## config.mk

```make
export PLATFORM = sky130hd
export DESIGN_NAME = uri_regs
export DESIGN_NICKNAME = d
export VERILOG_FILES = /design/src/verilog/uri_pkg.sv /design/src/verilog/uri_prio.sv /design/src/verilog/uri_regs.sv
export SDC_FILE = /design/constraint.sdc
export NUM_CORES = 1
export LEC_CHECK = 0
export BUFFER_PORTS_ARGS = -buffer_cell sky130_fd_sc_hd__buf_2
export CAP_MARGIN = 5
export CELL_PAD_IN_SITES_DETAIL_PLACEMENT = 1
export CELL_PAD_IN_SITES_GLOBAL_PLACEMENT = 2
export CORE_MARGIN = 2
export CORE_UTILIZATION = 36
export DETAILED_ROUTE_END_ITERATION = 7
export PLACE_DENSITY = 0.77
export SLEW_MARGIN = 20
export SYNTH_ARGS = -nofsm -noshare
export SYNTH_HDL_FRONTEND = slang
export SYNTH_SLANG_ARGS = --single-unit
```

## constraint.sdc

```tcl
create_clock -name ref_clk -period 2.1 [get_ports ref_clk]
set_clock_uncertainty 0.15 [all_clocks]
set_input_delay 0.42 -clock ref_clk [delete_from_list [all_inputs] [get_ports ref_clk]]
set_output_delay 0.42 -clock ref_clk [all_outputs]
set_load 0.05 [all_outputs]
```

## src/verilog/uri_pkg.sv

```systemverilog
// shared constants and carriers of the serial element register map
package uri_pkg;

  // ---------------------------------------------------------------
  // register offsets
  // ---------------------------------------------------------------
  localparam logic [2:0] OFF_BUF   = 3'h0;
  localparam logic [2:0] OFF_IEN   = 3'h1;
  localparam logic [2:0] OFF_IID   = 3'h2;
  localparam logic [2:0] OFF_LCTL  = 3'h3;
  localparam logic [2:0] OFF_MCTL  = 3'h4;
  localparam logic [2:0] OFF_LSTAT = 3'h5;
  localparam logic [2:0] OFF_MSTAT = 3'h6;
  localparam logic [2:0] OFF_SCR   = 3'h7;

  // ---------------------------------------------------------------
  // field positions
  // ---------------------------------------------------------------
  localparam int RX_AVAIL_INT_EN   = 0;
  localparam int TX_EMPTY_INT_EN   = 1;
  localparam int LINE_STAT_INT_EN  = 2;
  localparam int MODEM_STAT_INT_EN = 3;
  localparam int DIVISOR_ACCESS    = 7;
  localparam int LS_RX_READY       = 0;
  localparam int LS_OVERRUN        = 1;
  localparam int LS_PARITY_FAIL    = 2;
  localparam int LS_FRAMING_FAIL   = 3;
  localparam int LS_BREAK_SEEN     = 4;
  localparam int LS_TX_HOLD_EMPTY  = 5;
  localparam int LS_TX_SHIFT_EMPTY = 6;
  localparam int MCTL_W            = 5;

  // ---------------------------------------------------------------
  // reset values
  // ---------------------------------------------------------------
  localparam logic [7:0] IEN_RST   = 8'h00;
  localparam logic [7:0] LCTL_RST  = 8'h00;
  localparam logic [4:0] MCTL_RST  = 5'h00;
  localparam logic [3:0] DELTA_RST = 4'h0;

  // ---------------------------------------------------------------
  // identification codes, bits 2:1:0
  // ---------------------------------------------------------------
  typedef enum logic [2:0] {
    IID_NONE  = 3'h1,
    IID_LINE  = 3'h6,
    IID_RXD   = 3'h4,
    IID_TX_HOLDING_EMPTY  = 3'h2,
    IID_MODEM = 3'h0
  } uri_iid_e;

  // ---------------------------------------------------------------
  // carriers
  // ---------------------------------------------------------------
  typedef struct packed {
    logic [2:0] sel;
    logic       rd;
    logic       wr;
    logic [7:0] data;
  } uri_host_s;

  typedef struct packed {
    logic       valid;
    logic [7:0] data;
    logic       parity_fail;
    logic       framing_fail;
    logic       break_seen;
  } uri_rx_s;

  typedef struct packed {
    logic cts;
    logic dsr;
    logic ri;
    logic dcd;
  } uri_modem_s;

endpackage

```

## src/verilog/uri_prio.sv

```systemverilog
// four-level interrupt ranking and identification encoder
`timescale 1ns/1ps
module uri_prio
  import uri_pkg::*;
(
  // enabled pending sources: line, rx data, holding empty, modem
  input  wire logic     line_pend,
  input  wire logic     rxd_pend,
  input  wire logic     tx_holding_empty_pend,
  input  wire logic     modem_pend,
  // ranked result
  output uri_iid_e      iid,
  output logic          any_pend
);

  // ---------------------------------------------------------------
  // ranking
  // ---------------------------------------------------------------
  always_comb begin
    any_pend = line_pend | rxd_pend | tx_holding_empty_pend | modem_pend;
    if (line_pend) begin
      iid = IID_LINE;
    end else if (rxd_pend) begin
      iid = IID_RXD;
    end else if (tx_holding_empty_pend) begin
      iid = IID_TX_HOLDING_EMPTY;
    end else if (modem_pend) begin
      iid = IID_MODEM;
    end else begin
      iid = IID_NONE;
    end
  end

endmodule

```

## src/verilog/uri_regs.sv

```systemverilog
// register map and prioritized interrupt logic of the serial element
`timescale 1ns/1ps
module uri_regs
  import uri_pkg::*;
(
  // clock and reset
  input  wire logic        ref_clk,
  input  wire logic        resetn,
  // host register port
  input  wire uri_host_s   host,
  output logic [7:0]       rd_data,
  // receiver side
  input  wire uri_rx_s     rx,
  // transmitter side
  input  wire logic        tx_take,
  input  wire logic        tx_shift_empty,
  output logic [7:0]       tx_byte,
  output logic             tx_full,
  // modem lines and controls
  input  wire uri_modem_s  modem,
  output logic [MCTL_W-1:0] modem_ctrl,
  // line setup
  output logic [7:0]       line_ctrl,
  output logic [15:0]      divisor,
  // interrupt
  output logic             interrupt_out_pin
);

  // ---------------------------------------------------------------
  // state
  // ---------------------------------------------------------------
  logic [7:0]        rbuf_reg,  rbuf_next;
  logic [7:0]        thold_reg, thold_next;
  logic [7:0]        ien_reg,   ien_next;
  logic [7:0]        lctl_reg,  lctl_next;
  logic [MCTL_W-1:0] mctl_reg,  mctl_next;
  logic [7:0]        scr_reg,   scr_next;
  logic [7:0]        dll_reg,   dll_next;
  logic [7:0]        dlm_reg,   dlm_next;
  logic              rdy_reg,   rdy_next;
  logic [3:0]        err_reg,   err_next;
  logic              full_reg,  full_next;
  logic              tint_reg,  tint_next;
  logic [3:0]        delta_reg, delta_next;
  uri_modem_s        mprev_reg, mprev_next;
  logic [7:0]        rdd_reg,   rdd_next;
  logic              int_reg,   int_next;

  logic     divisor_access_bit;
  logic     rd_buf, wr_buf, rd_iid, rd_ls, rd_ms;
  logic     line_pend, rxd_pend, tx_holding_empty_pend, modem_pend, any_pend;
  uri_iid_e iid;
  logic [7:0] lsr_val, msr_val;

  function automatic logic hit(input logic [2:0] sel,
                               input logic [2:0] off);
    hit = (sel == off);
  endfunction

  // ---------------------------------------------------------------
  // decode
  // ---------------------------------------------------------------
  assign divisor_access_bit   = lctl_reg[DIVISOR_ACCESS];
  assign rd_buf = host.rd & hit(host.sel, OFF_BUF) & ~divisor_access_bit;
  assign wr_buf = host.wr & hit(host.sel, OFF_BUF) & ~divisor_access_bit;
  assign rd_iid = host.rd & hit(host.sel, OFF_IID);
  assign rd_ls  = host.rd & hit(host.sel, OFF_LSTAT);
  assign rd_ms  = host.rd & hit(host.sel, OFF_MSTAT);

  assign lsr_val = {1'b0, tx_shift_empty, ~full_reg, err_reg, rdy_reg};
  assign msr_val = {modem.dcd, modem.ri, modem.dsr, modem.cts, delta_reg};

  // ---------------------------------------------------------------
  // source gating and ranking
  // ---------------------------------------------------------------
  assign line_pend  = ien_reg[LINE_STAT_INT_EN]  & (|err_reg);
  assign rxd_pend   = ien_reg[RX_AVAIL_INT_EN]   & rdy_reg;
  assign tx_holding_empty_pend  = ien_reg[TX_EMPTY_INT_EN]   & tint_reg;
  assign modem_pend = ien_reg[MODEM_STAT_INT_EN] & (|delta_reg);

  uri_prio u_prio (
    .line_pend  (line_pend),
    .rxd_pend   (rxd_pend),
    .tx_holding_empty_pend  (tx_holding_empty_pend),
    .modem_pend (modem_pend),
    .iid        (iid),
    .any_pend   (any_pend)
  );

  // ---------------------------------------------------------------
  // next values
  // ---------------------------------------------------------------
  always_comb begin
    rbuf_next  = rbuf_reg;
    thold_next = thold_reg;
    ien_next   = ien_reg;
    lctl_next  = lctl_reg;
    mctl_next  = mctl_reg;
    scr_next   = scr_reg;
    dll_next   = dll_reg;
    dlm_next   = dlm_reg;
    rdy_next   = rdy_reg;
    err_next   = err_reg;
    full_next  = full_reg;
    tint_next  = tint_reg;
    delta_next = delta_reg;
    mprev_next = modem;
    rdd_next   = rdd_reg;
    // host writes
    if (host.wr) begin
      if (hit(host.sel, OFF_BUF) & divisor_access_bit) begin
        dll_next = host.data;
      end else if (hit(host.sel, OFF_BUF)) begin
        thold_next = host.data;
      end else if (hit(host.sel, OFF_IEN) & divisor_access_bit) begin
        dlm_next = host.data;
      end else if (hit(host.sel, OFF_IEN)) begin
        ien_next = {4'h0, host.data[3:0]};
      end else if (hit(host.sel, OFF_LCTL)) begin
        lctl_next = host.data;
      end else if (hit(host.sel, OFF_MCTL)) begin
        mctl_next = host.data[MCTL_W-1:0];
      end else if (hit(host.sel, OFF_SCR)) begin
        scr_next = host.data;
      end
    end
    // host read data
    if (host.rd) begin
      if (hit(host.sel, OFF_BUF)) begin
        rdd_next = divisor_access_bit ? dll_reg : rbuf_reg;
      end else if (hit(host.sel, OFF_IEN)) begin
        rdd_next = divisor_access_bit ? dlm_reg : ien_reg;
      end else if (hit(host.sel, OFF_IID)) begin
        rdd_next = {5'h00, iid};
      end else if (hit(host.sel, OFF_LCTL)) begin
        rdd_next = lctl_reg;
      end else if (hit(host.sel, OFF_MCTL)) begin
        rdd_next = {3'h0, mctl_reg};
      end else if (hit(host.sel, OFF_LSTAT)) begin
        rdd_next = lsr_val;
      end else if (hit(host.sel, OFF_MSTAT)) begin
        rdd_next = msr_val;
      end else begin
        rdd_next = scr_reg;
      end
    end
    // clears on access, set wins below
    if (rd_buf) begin
      rdy_next = 1'b0;
    end
    if (rd_ls) begin
      err_next = 4'h0;
    end
    if (rd_ms) begin
      delta_next = 4'h0;
    end
    if (wr_buf) begin
      full_next = 1'b1;
      tint_next = 1'b0;
    end else if (rd_iid & (iid == IID_TX_HOLDING_EMPTY)) begin
      tint_next = 1'b0;
    end
    // receiver events
    if (rx.valid) begin
      rbuf_next = rx.data;
      rdy_next  = 1'b1;
      err_next  = err_next | {rx.break_seen, rx.framing_fail,
                              rx.parity_fail, rdy_reg & ~rd_buf};
    end
    // transmitter takes the holding byte
    if (tx_take & full_reg) begin
      full_next = 1'b0;
      tint_next = 1'b1;
    end
    // modem line changes, ring counts only its falling edge
    delta_next = delta_next | {modem.dcd ^ mprev_reg.dcd,
                               mprev_reg.ri & ~modem.ri,
                               modem.dsr ^ mprev_reg.dsr,
                               modem.cts ^ mprev_reg.cts};
    int_next = any_pend;
  end

  // ---------------------------------------------------------------
  // registers
  // ---------------------------------------------------------------
  always_ff @(posedge ref_clk or negedge resetn) begin
    if (!resetn) begin
      rbuf_reg    <= 8'h00;
      thold_reg   <= 8'h00;
      ien_reg     <= IEN_RST;
      lctl_reg    <= LCTL_RST;
      mctl_reg    <= MCTL_RST;
      scr_reg     <= 8'h00;
      dll_reg     <= 8'h00;
      dlm_reg     <= 8'h00;
      rdy_reg     <= 1'b0;
      err_reg     <= 4'h0;
      full_reg    <= 1'b0;
      tint_reg    <= 1'b0;
      delta_reg   <= DELTA_RST;
      mprev_reg   <= '0;
      rdd_reg     <= 8'h00;
      int_reg     <= 1'b0;
    end else begin
      rbuf_reg    <= rbuf_next;
      thold_reg   <= thold_next;
      ien_reg     <= ien_next;
      lctl_reg    <= lctl_next;
      mctl_reg    <= mctl_next;
      scr_reg     <= scr_next;
      dll_reg     <= dll_next;
      dlm_reg     <= dlm_next;
      rdy_reg     <= rdy_next;
      err_reg     <= err_next;
      full_reg    <= full_next;
      tint_reg    <= tint_next;
      delta_reg   <= delta_next;
      mprev_reg   <= mprev_next;
      rdd_reg     <= rdd_next;
      int_reg     <= int_next;
    end
  end

  // ---------------------------------------------------------------
  // outputs
  // ---------------------------------------------------------------
  assign rd_data           = rdd_reg;
  assign tx_byte           = thold_reg;
  assign tx_full           = full_reg;
  assign modem_ctrl        = mctl_reg;
  assign line_ctrl         = lctl_reg;
  assign divisor           = {dlm_reg, dll_reg};
  assign interrupt_out_pin = int_reg;

  // ---------------------------------------------------------------
  // checks
  // ---------------------------------------------------------------
  a_ien_upper_zero: assert property (@(posedge ref_clk) disable iff (!resetn)
    host.rd & hit(host.sel, OFF_IEN) & ~divisor_access_bit |=> rd_data[7:4] == 4'h0)
    else $error("enable upper bits not zero");

  a_int_all_off: assert property (@(posedge ref_clk) disable iff (!resetn)
    ien_reg[3:0] == 4'h0 |=> !interrupt_out_pin)
    else $error("interrupt with all enables clear");

  a_int_follows: assert property (@(posedge ref_clk) disable iff (!resetn)
    interrupt_out_pin == $past(line_pend | rxd_pend | tx_holding_empty_pend
                               | modem_pend))
    else $error("interrupt pin does not follow enabled sources");

  a_iid_idle_read: assert property (@(posedge ref_clk) disable iff (!resetn)
    rd_iid & !any_pend |=> rd_data == 8'h01)
    else $error("idle identification not 01");

  a_iid_line_top: assert property (@(posedge ref_clk) disable iff (!resetn)
    rd_iid & line_pend |=> rd_data == 8'h06)
    else $error("line status not ranked first");

  a_iid_rxd_next: assert property (@(posedge ref_clk) disable iff (!resetn)
    rd_iid & !line_pend & rxd_pend |=> rd_data == 8'h04)
    else $error("rx data not ranked second");

  a_rbr_clears: assert property (@(posedge ref_clk) disable iff (!resetn)
    rd_buf & !rx.valid |=> !rdy_reg)
    else $error("buffer read did not clear ready");

  a_thr_clears: assert property (@(posedge ref_clk) disable iff (!resetn)
    wr_buf & !tx_take |=> !tint_reg && !tx_holding_empty_pend)
    else $error("holding write did not clear empty interrupt");

  a_divisor_access_bit_route: assert property (@(posedge ref_clk) disable iff (!resetn)
    host.wr & hit(host.sel, OFF_BUF) & divisor_access_bit
      |=> dll_reg == $past(host.data) && $stable(thold_reg))
    else $error("divisor access not routed");

  a_scratch_keep: assert property (@(posedge ref_clk) disable iff (!resetn)
    host.wr & hit(host.sel, OFF_SCR) ##1 !(host.wr & hit(host.sel, OFF_SCR))
      ##1 host.rd & hit(host.sel, OFF_SCR)
      |=> rd_data == $past(host.data, 3))
    else $error("scratch value lost");

  a_iid_tx_holding_empty_clear: assert property (@(posedge ref_clk) disable iff (!resetn)
    rd_iid & (iid == IID_TX_HOLDING_EMPTY) & !(tx_take & full_reg)
      |=> !tint_reg)
    else $error("identification read did not clear empty interrupt");

  a_ms_clears: assert property (@(posedge ref_clk) disable iff (!resetn)
    rd_ms & (modem == mprev_reg) |=> delta_reg == 4'h0)
    else $error("modem status read did not clear deltas");

endmodule

```

## Word-level counts from Yosys, hierarchy flattened

Cells that the tools add are included.

| operators by class | value |
|---|---|
| equality and inequality tests | 8 |
| multiplexer cells | 23 |
| bitwise operators | 35 |
| reduce and logical (&&, ||, !) cells | 13 |

Operators with widths:

| kind | number |
|---|---|
| 8-bit two-way mux | 9 |
| 1-bit AND | 17 |
| 3-bit equality test, second input constant | 4 |
| 4-bit two-way mux | 3 |
| 1-bit inverter | 10 |
| 3-bit by 2-bit equality test with 1-bit output, second input constant | 3 |
| 3-bit two-way mux | 3 |
| 1-bit two-way mux | 8 |
| 4-bit OR | 2 |
| 8-bit AND reduction | 1 |
| 4-bit OR reduction | 2 |
| 7-bit AND reduction | 1 |
| 6-bit AND reduction | 1 |
| 5-bit AND reduction | 1 |
| 4-bit AND reduction | 1 |
| 2-bit nonzero test | 2 |
| 3-bit by 1-bit equality test with 1-bit output, second input constant | 1 |
| 3-bit zero test | 1 |
| 1-bit OR | 3 |
| 3-bit AND reduction | 1 |
| 3-bit nonzero test | 1 |
| 1-bit XOR | 3 |
| 2-bit AND reduction | 1 |

| word-level totals | value |
|---|---|
| bits in registers | 81 |
| bits of input ports | 33 |
| output and inout port bits | 47 |
| word-level logic and storage cells | 98 |

## Logic depth before layout (Yosys ltp)

| depth | value |
|---|---|
| word-level depth | 11 |
| depth in mapped cells | 8 |
| depth with buffers taken out | 5 |

## Modules after synthesis

Synthesis repeated with hierarchy kept, for this count alone.

| second synthesis, totals | value |
|---|---|
| cell total of the unflattened synthesis | 297 |
| area total of the unflattened synthesis | 4042.6 µm² |

Modules (own cells, without submodules):

| module | times used | cells each | area an instance (µm²) | sequential area each (µm²) |
|---|---|---|---|---|
| uri_regs | 1 | 292 | 4011.3 | 2026.9 |
| uri_prio | 1 | 5 | 31.3 | 0.0 |

## Least setup slack after synthesis

No wires, ideal clock.

| timing path | value |
|---|---|
| path type | register -> register |
| start point | register mctl_reg[0], in the netlist modem_ctrl[0] |
| end point | register rdd_reg[0], in the netlist rd_data[0] |
| library setup time | 0.126 ns |
| data arrival time | 1.687 ns |
| data required time | 1.824 ns |
| slack | 0.137 ns |
| cell stages (with the launch flop) | 6 |
| buffers on the path | 0 |
| clock period less this slack | 1.963 ns |
| cells stage by stage | dfrtp_1 > mux2_4 > o22ai_2 > o22ai_1 > or3_1 > a221o_1 |

| between the ends | value |
|---|---|
| cells in the longest elaborated chain, start to end | 5 |

Ends and longest elaborated chain:

| element | line | text |
|---|---|---|
| start: declaration | uri_regs.sv:36 | `logic [MCTL_W-1:0] mctl_reg, mctl_next;` |
| start signal: assignment | uri_regs.sv:209 | `mctl_reg <= mctl_next;` |
| 8-bit two-way mux | uri_regs.sv:137 | `end else if (hit(host.sel, OFF_MCTL)) begin` |
| 8-bit two-way mux | uri_regs.sv:135 | `end else if (hit(host.sel, OFF_LCTL)) begin` |
| 8-bit two-way mux | uri_regs.sv:133 | `end else if (hit(host.sel, OFF_IID)) begin` |
| 8-bit two-way mux | uri_regs.sv:131 | `end else if (hit(host.sel, OFF_IEN)) begin` |
| 8-bit two-way mux | uri_regs.sv:129 | `if (hit(host.sel, OFF_BUF)) begin` |
| end signal: assignment | uri_regs.sv:219 | `rdd_reg <= rdd_next;` |
| end: declaration | uri_regs.sv:46 | `logic [7:0] rdd_reg, rdd_next;` |

No other way between the ends.
A chain may end at the register's enable or synchronous reset.

## Worst setup path in the final report

| timing path | value |
|---|---|
| start point | register scr_reg[0] |
| end point | register rdd_reg[0], in the netlist rd_data[0] |

| between the ends | value |
|---|---|
| cells in the longest elaborated chain, start to end | 7 |

Ends and longest elaborated chain:

| element | line | text |
|---|---|---|
| start: declaration | uri_regs.sv:37 | `logic [7:0] scr_reg, scr_next;` |
| start signal: assignment | uri_regs.sv:210 | `scr_reg <= scr_next;` |
| 8-bit two-way mux | uri_regs.sv:141 | `end else if (hit(host.sel, OFF_MSTAT)) begin` |
| 8-bit two-way mux | uri_regs.sv:139 | `end else if (hit(host.sel, OFF_LSTAT)) begin` |
| 8-bit two-way mux | uri_regs.sv:137 |  |
| 8-bit two-way mux | uri_regs.sv:135 |  |
| 8-bit two-way mux | uri_regs.sv:133 |  |
| 8-bit two-way mux | uri_regs.sv:131 |  |
| 8-bit two-way mux | uri_regs.sv:129 |  |

No other way between the ends.

==> flow_metrics.env <==
export IMPL_status="finished, final reports clean"
export IMPL_htreeDepth=3
export IMPL_place_area_um2=4470
export IMPL_dr_pass1_iters=4
export IMPL_synthDistinctLibCells=45
export IMPL_wirelength_um=10400
export IMPL_worstPathMaxFanout=3
export IMPL_finalHoldViolCount=0
export IMPL_syn_nets=335
export IMPL_grt_max_degree=37
export IMPL_final_cell_area_um2=4650
export IMPL_critPathRequiredTime_ns=2.21
export IMPL_synth_seq_cells=81
export IMPL_insertion_delay_ns=0.37
export IMPL_worst_pin_slew_ns=0.499
export IMPL_antenna_cells=0
export IMPL_synth_area_top_cells="dfrtp_1 (54%), mux2_2 (18%), mux2i_1 (4.8%)"
export IMPL_via_per_inst=5.19
export IMPL_timing_hold_ws_ns=0.0569
export IMPL_syn_inst=302
export IMPL_coreArea_um2=10200
export IMPL_peakVddDrop_v=0.000481
export IMPL_clkTransAtPathRegs_ns=0.09
export IMPL_initial_core_util_pct=36.7
export IMPL_grt_ovfl_total=0
export IMPL_antenna_found_initial=0
export IMPL_first_global_vias=2927
export IMPL_p_leak_nw=2.15
export IMPL_die_x_um=106
export IMPL_drv_slew=0
export IMPL_comb_power_share_pct=36.6
export IMPL_syn_cell_area_um2=3730
export IMPL_drt_initial_drc_count=111
export IMPL_yosysMostFrequentCell="dfrtp_1"
export IMPL_synth_edf_count=0
export IMPL_drv_cap=0
export IMPL_route_detailed_drc=0
export IMPL_vias=2810
export IMPL_setup_viol=0
export IMPL_nets=436
export IMPL_period_minus_slack_ns=1.80
export IMPL_clock_fmax_ghz=0.556
export IMPL_cts_resized=0
export IMPL_synth_top_area_share_pct=54.3
export IMPL_critPathArrivalTime_ns=1.91
export IMPL_synthArstFlopShare_pct=100
export IMPL_die_y_um=106
export IMPL_n_fill_cell=1160
export IMPL_critical_path_class="flip-flop to flip-flop"
export IMPL_clockPowerShare_pct=21.4
export IMPL_sw_frac_of_total_pct=40.5
export IMPL_endpoint_kind="flip-flop"
export IMPL_num_rows=37
export IMPL_dieArea_um2=11200
export IMPL_synth_ff_type="dfrtp_1"
export IMPL_cts_made_buffers=9
export IMPL_powerDensity_nw_per_um2=1080
export IMPL_drive_gt1_share_pct=45.2
export IMPL_period_share_pct=85.7
export IMPL_place_hpwl_um=7810
export IMPL_p_seq_share_pct=42.0
export IMPL_grt_usage_pct=19.7
export IMPL_cts_sinks=81
export IMPL_p_int_mw=2.98
export IMPL_postSynthAreaPerCell_um2=12.4
export IMPL_holdBufCountCts=1
export IMPL_seq_area_frac_synth_pct=54.3
export IMPL_synth_common_cells="dfrtp_1 (81), mux2_2 (61), nand2_1 (23)"
export IMPL_cts_max_path_buffers=2
export IMPL_ioPinCount=80
export IMPL_wl_per_cell_um=19.2
export IMPL_setup_tns_ns=0
export IMPL_grt_pass1_wl_um=16700
export IMPL_yosys_warnings=0
export IMPL_slew_headroom_pct=66.3
export IMPL_cts_tree="built"
export IMPL_post_cts_buffers=0
export IMPL_area_delta_synth_final_pct=24.6
export IMPL_gp_congestion=0.798
export IMPL_ant_nets=0
export IMPL_p_sw_mw=2.03
export IMPL_hp_class="primary input to flip-flop"
export IMPL_rsz0062_at_grt="false"
export IMPL_netlist_top_cell_by_area="dfrtp_1"
export IMPL_cts_root_buf="clkbuf_8"
export IMPL_io_buffer_count=79
export IMPL_startpoint_type="flip-flop"
[worst paths after layout]
path                                   startpoint                     end  slack (ns)  cells past startpoint
max                        scr_reg[0]$_DFFE_PN0P_  rd_data[0]$_DFFE_PN0P_        0.30                      5
min                                      modem[1]  mprev_reg[1]$_DFF_PN0_        0.06                      1
max reg2reg                scr_reg[0]$_DFFE_PN0P_  rd_data[0]$_DFFE_PN0P_        0.30                      5
min in group asynchronous                  resetn    tint_reg$_DFFE_PN0P_        0.43                      2
min reg2reg                mprev_reg[3]$_DFF_PN0_  delta_reg[0]$_DFF_PN0_        0.35                      2
max in group asynchronous                  resetn  mprev_reg[1]$_DFF_PN0_        0.79                      3
[cell families (layout without fill, tap and decap cells)]
logic type / count (synthesis) / count (layout) / synth area share, %
xor gates and xnor gates: 3 / 3 / 0.704
buffers and inverters: 19 / 122 / 2.55
DFF: 81 / 81 / 54.3
AOI/OAI and AO/OA: 58 / 58 / 10.7
and+or+nand+nor: 61 / 61 / 8.14
muxes: 80 / 80 / 23.6
[cells in the final DEF (no fill, tap or decap), types with 8 or more instances in the layout]
| cell type | instances |
|---|---|
| dfrtp_1 | 81 |
| buf_2 | 78 |
| mux2_2 | 61 |
| nand2_1 | 23 |
| buf_4 | 21 |
| mux2i_1 | 18 |
| a21oi_1 | 17 |
| nor2_1 | 9 |
| clkbuf_8 | 9 |
| o21ai_0 | 8 |
[critical path, cell delays in order, from the launching register on]
cell and delay, ns:
dfrtp_1 0.40, mux2_4 0.28, o22ai_2 0.14, o22ai_1 0.09
or3_1 0.33, a221o_1 0.32
[layout make-up]
| type | instances | area (um2) | share of cell area [%] |
|---|---|---|---|
| Tap cell | 136 | 170 | 3.66 |
| Inverter | 4 | 15.0 | 0.323 |
| Clock inverter | 4 | 47.5 | 1.02 |
| Clock buffer | 9 | 124 | 2.66 |
| Timing Repair Buffer | 105 | 658 | 14.1 |
| Multi-Input combinational cell | 202 | 1610 | 34.7 |
| Sequential cell | 81 | 2030 | 43.5 |
[power by group through the flow]
stage | Clock [mW] | Sequential, mW | Combinational (mW)
2_1_floorplan | 0 | 2.86 | 0.558
3_3_place_gp | 0 | 2.13 | 1.82
3_5_place_dp | 0 | 2.14 | 1.85
4_1_cts | 1.11 | 2.11 | 1.86
5_1_grt | 1.18 | 2.16 | 1.95
6_report | 1.07 | 2.11 | 1.84
[routing by layer]
metal / wire, um / part of all wire [%] / GRT usage (%) / up-vias
met4: 137 / 1.3 / 5.92 / 0
met2: 4890 / 47 / 30.3 / 54
met5: 0 / 0 / 0 / -
li1: - / - / - / 1319
met1: 5080 / 49 / 28.2 / 1427
met3: 301 / 2.9 / 3.96 / 10
[stage by stage]
step / util (%) / power (mW) / setup WS [ns] / std cells
after floorplan: - / 3.42 / 0.137 / 302
after global placement: 43.9 / 3.95 / 0.109 / 527
after detailed placement: 43.9 / 3.99 / 0.0381 / 527
after CTS: 45.7 / 5.07 / 0.299 / 541
after global routing: 45.7 / 5.28 / 0.222 / 541
final: 45.7 / 5.02 / 0.301 / 541
Power figures use the tool's default switching activity.
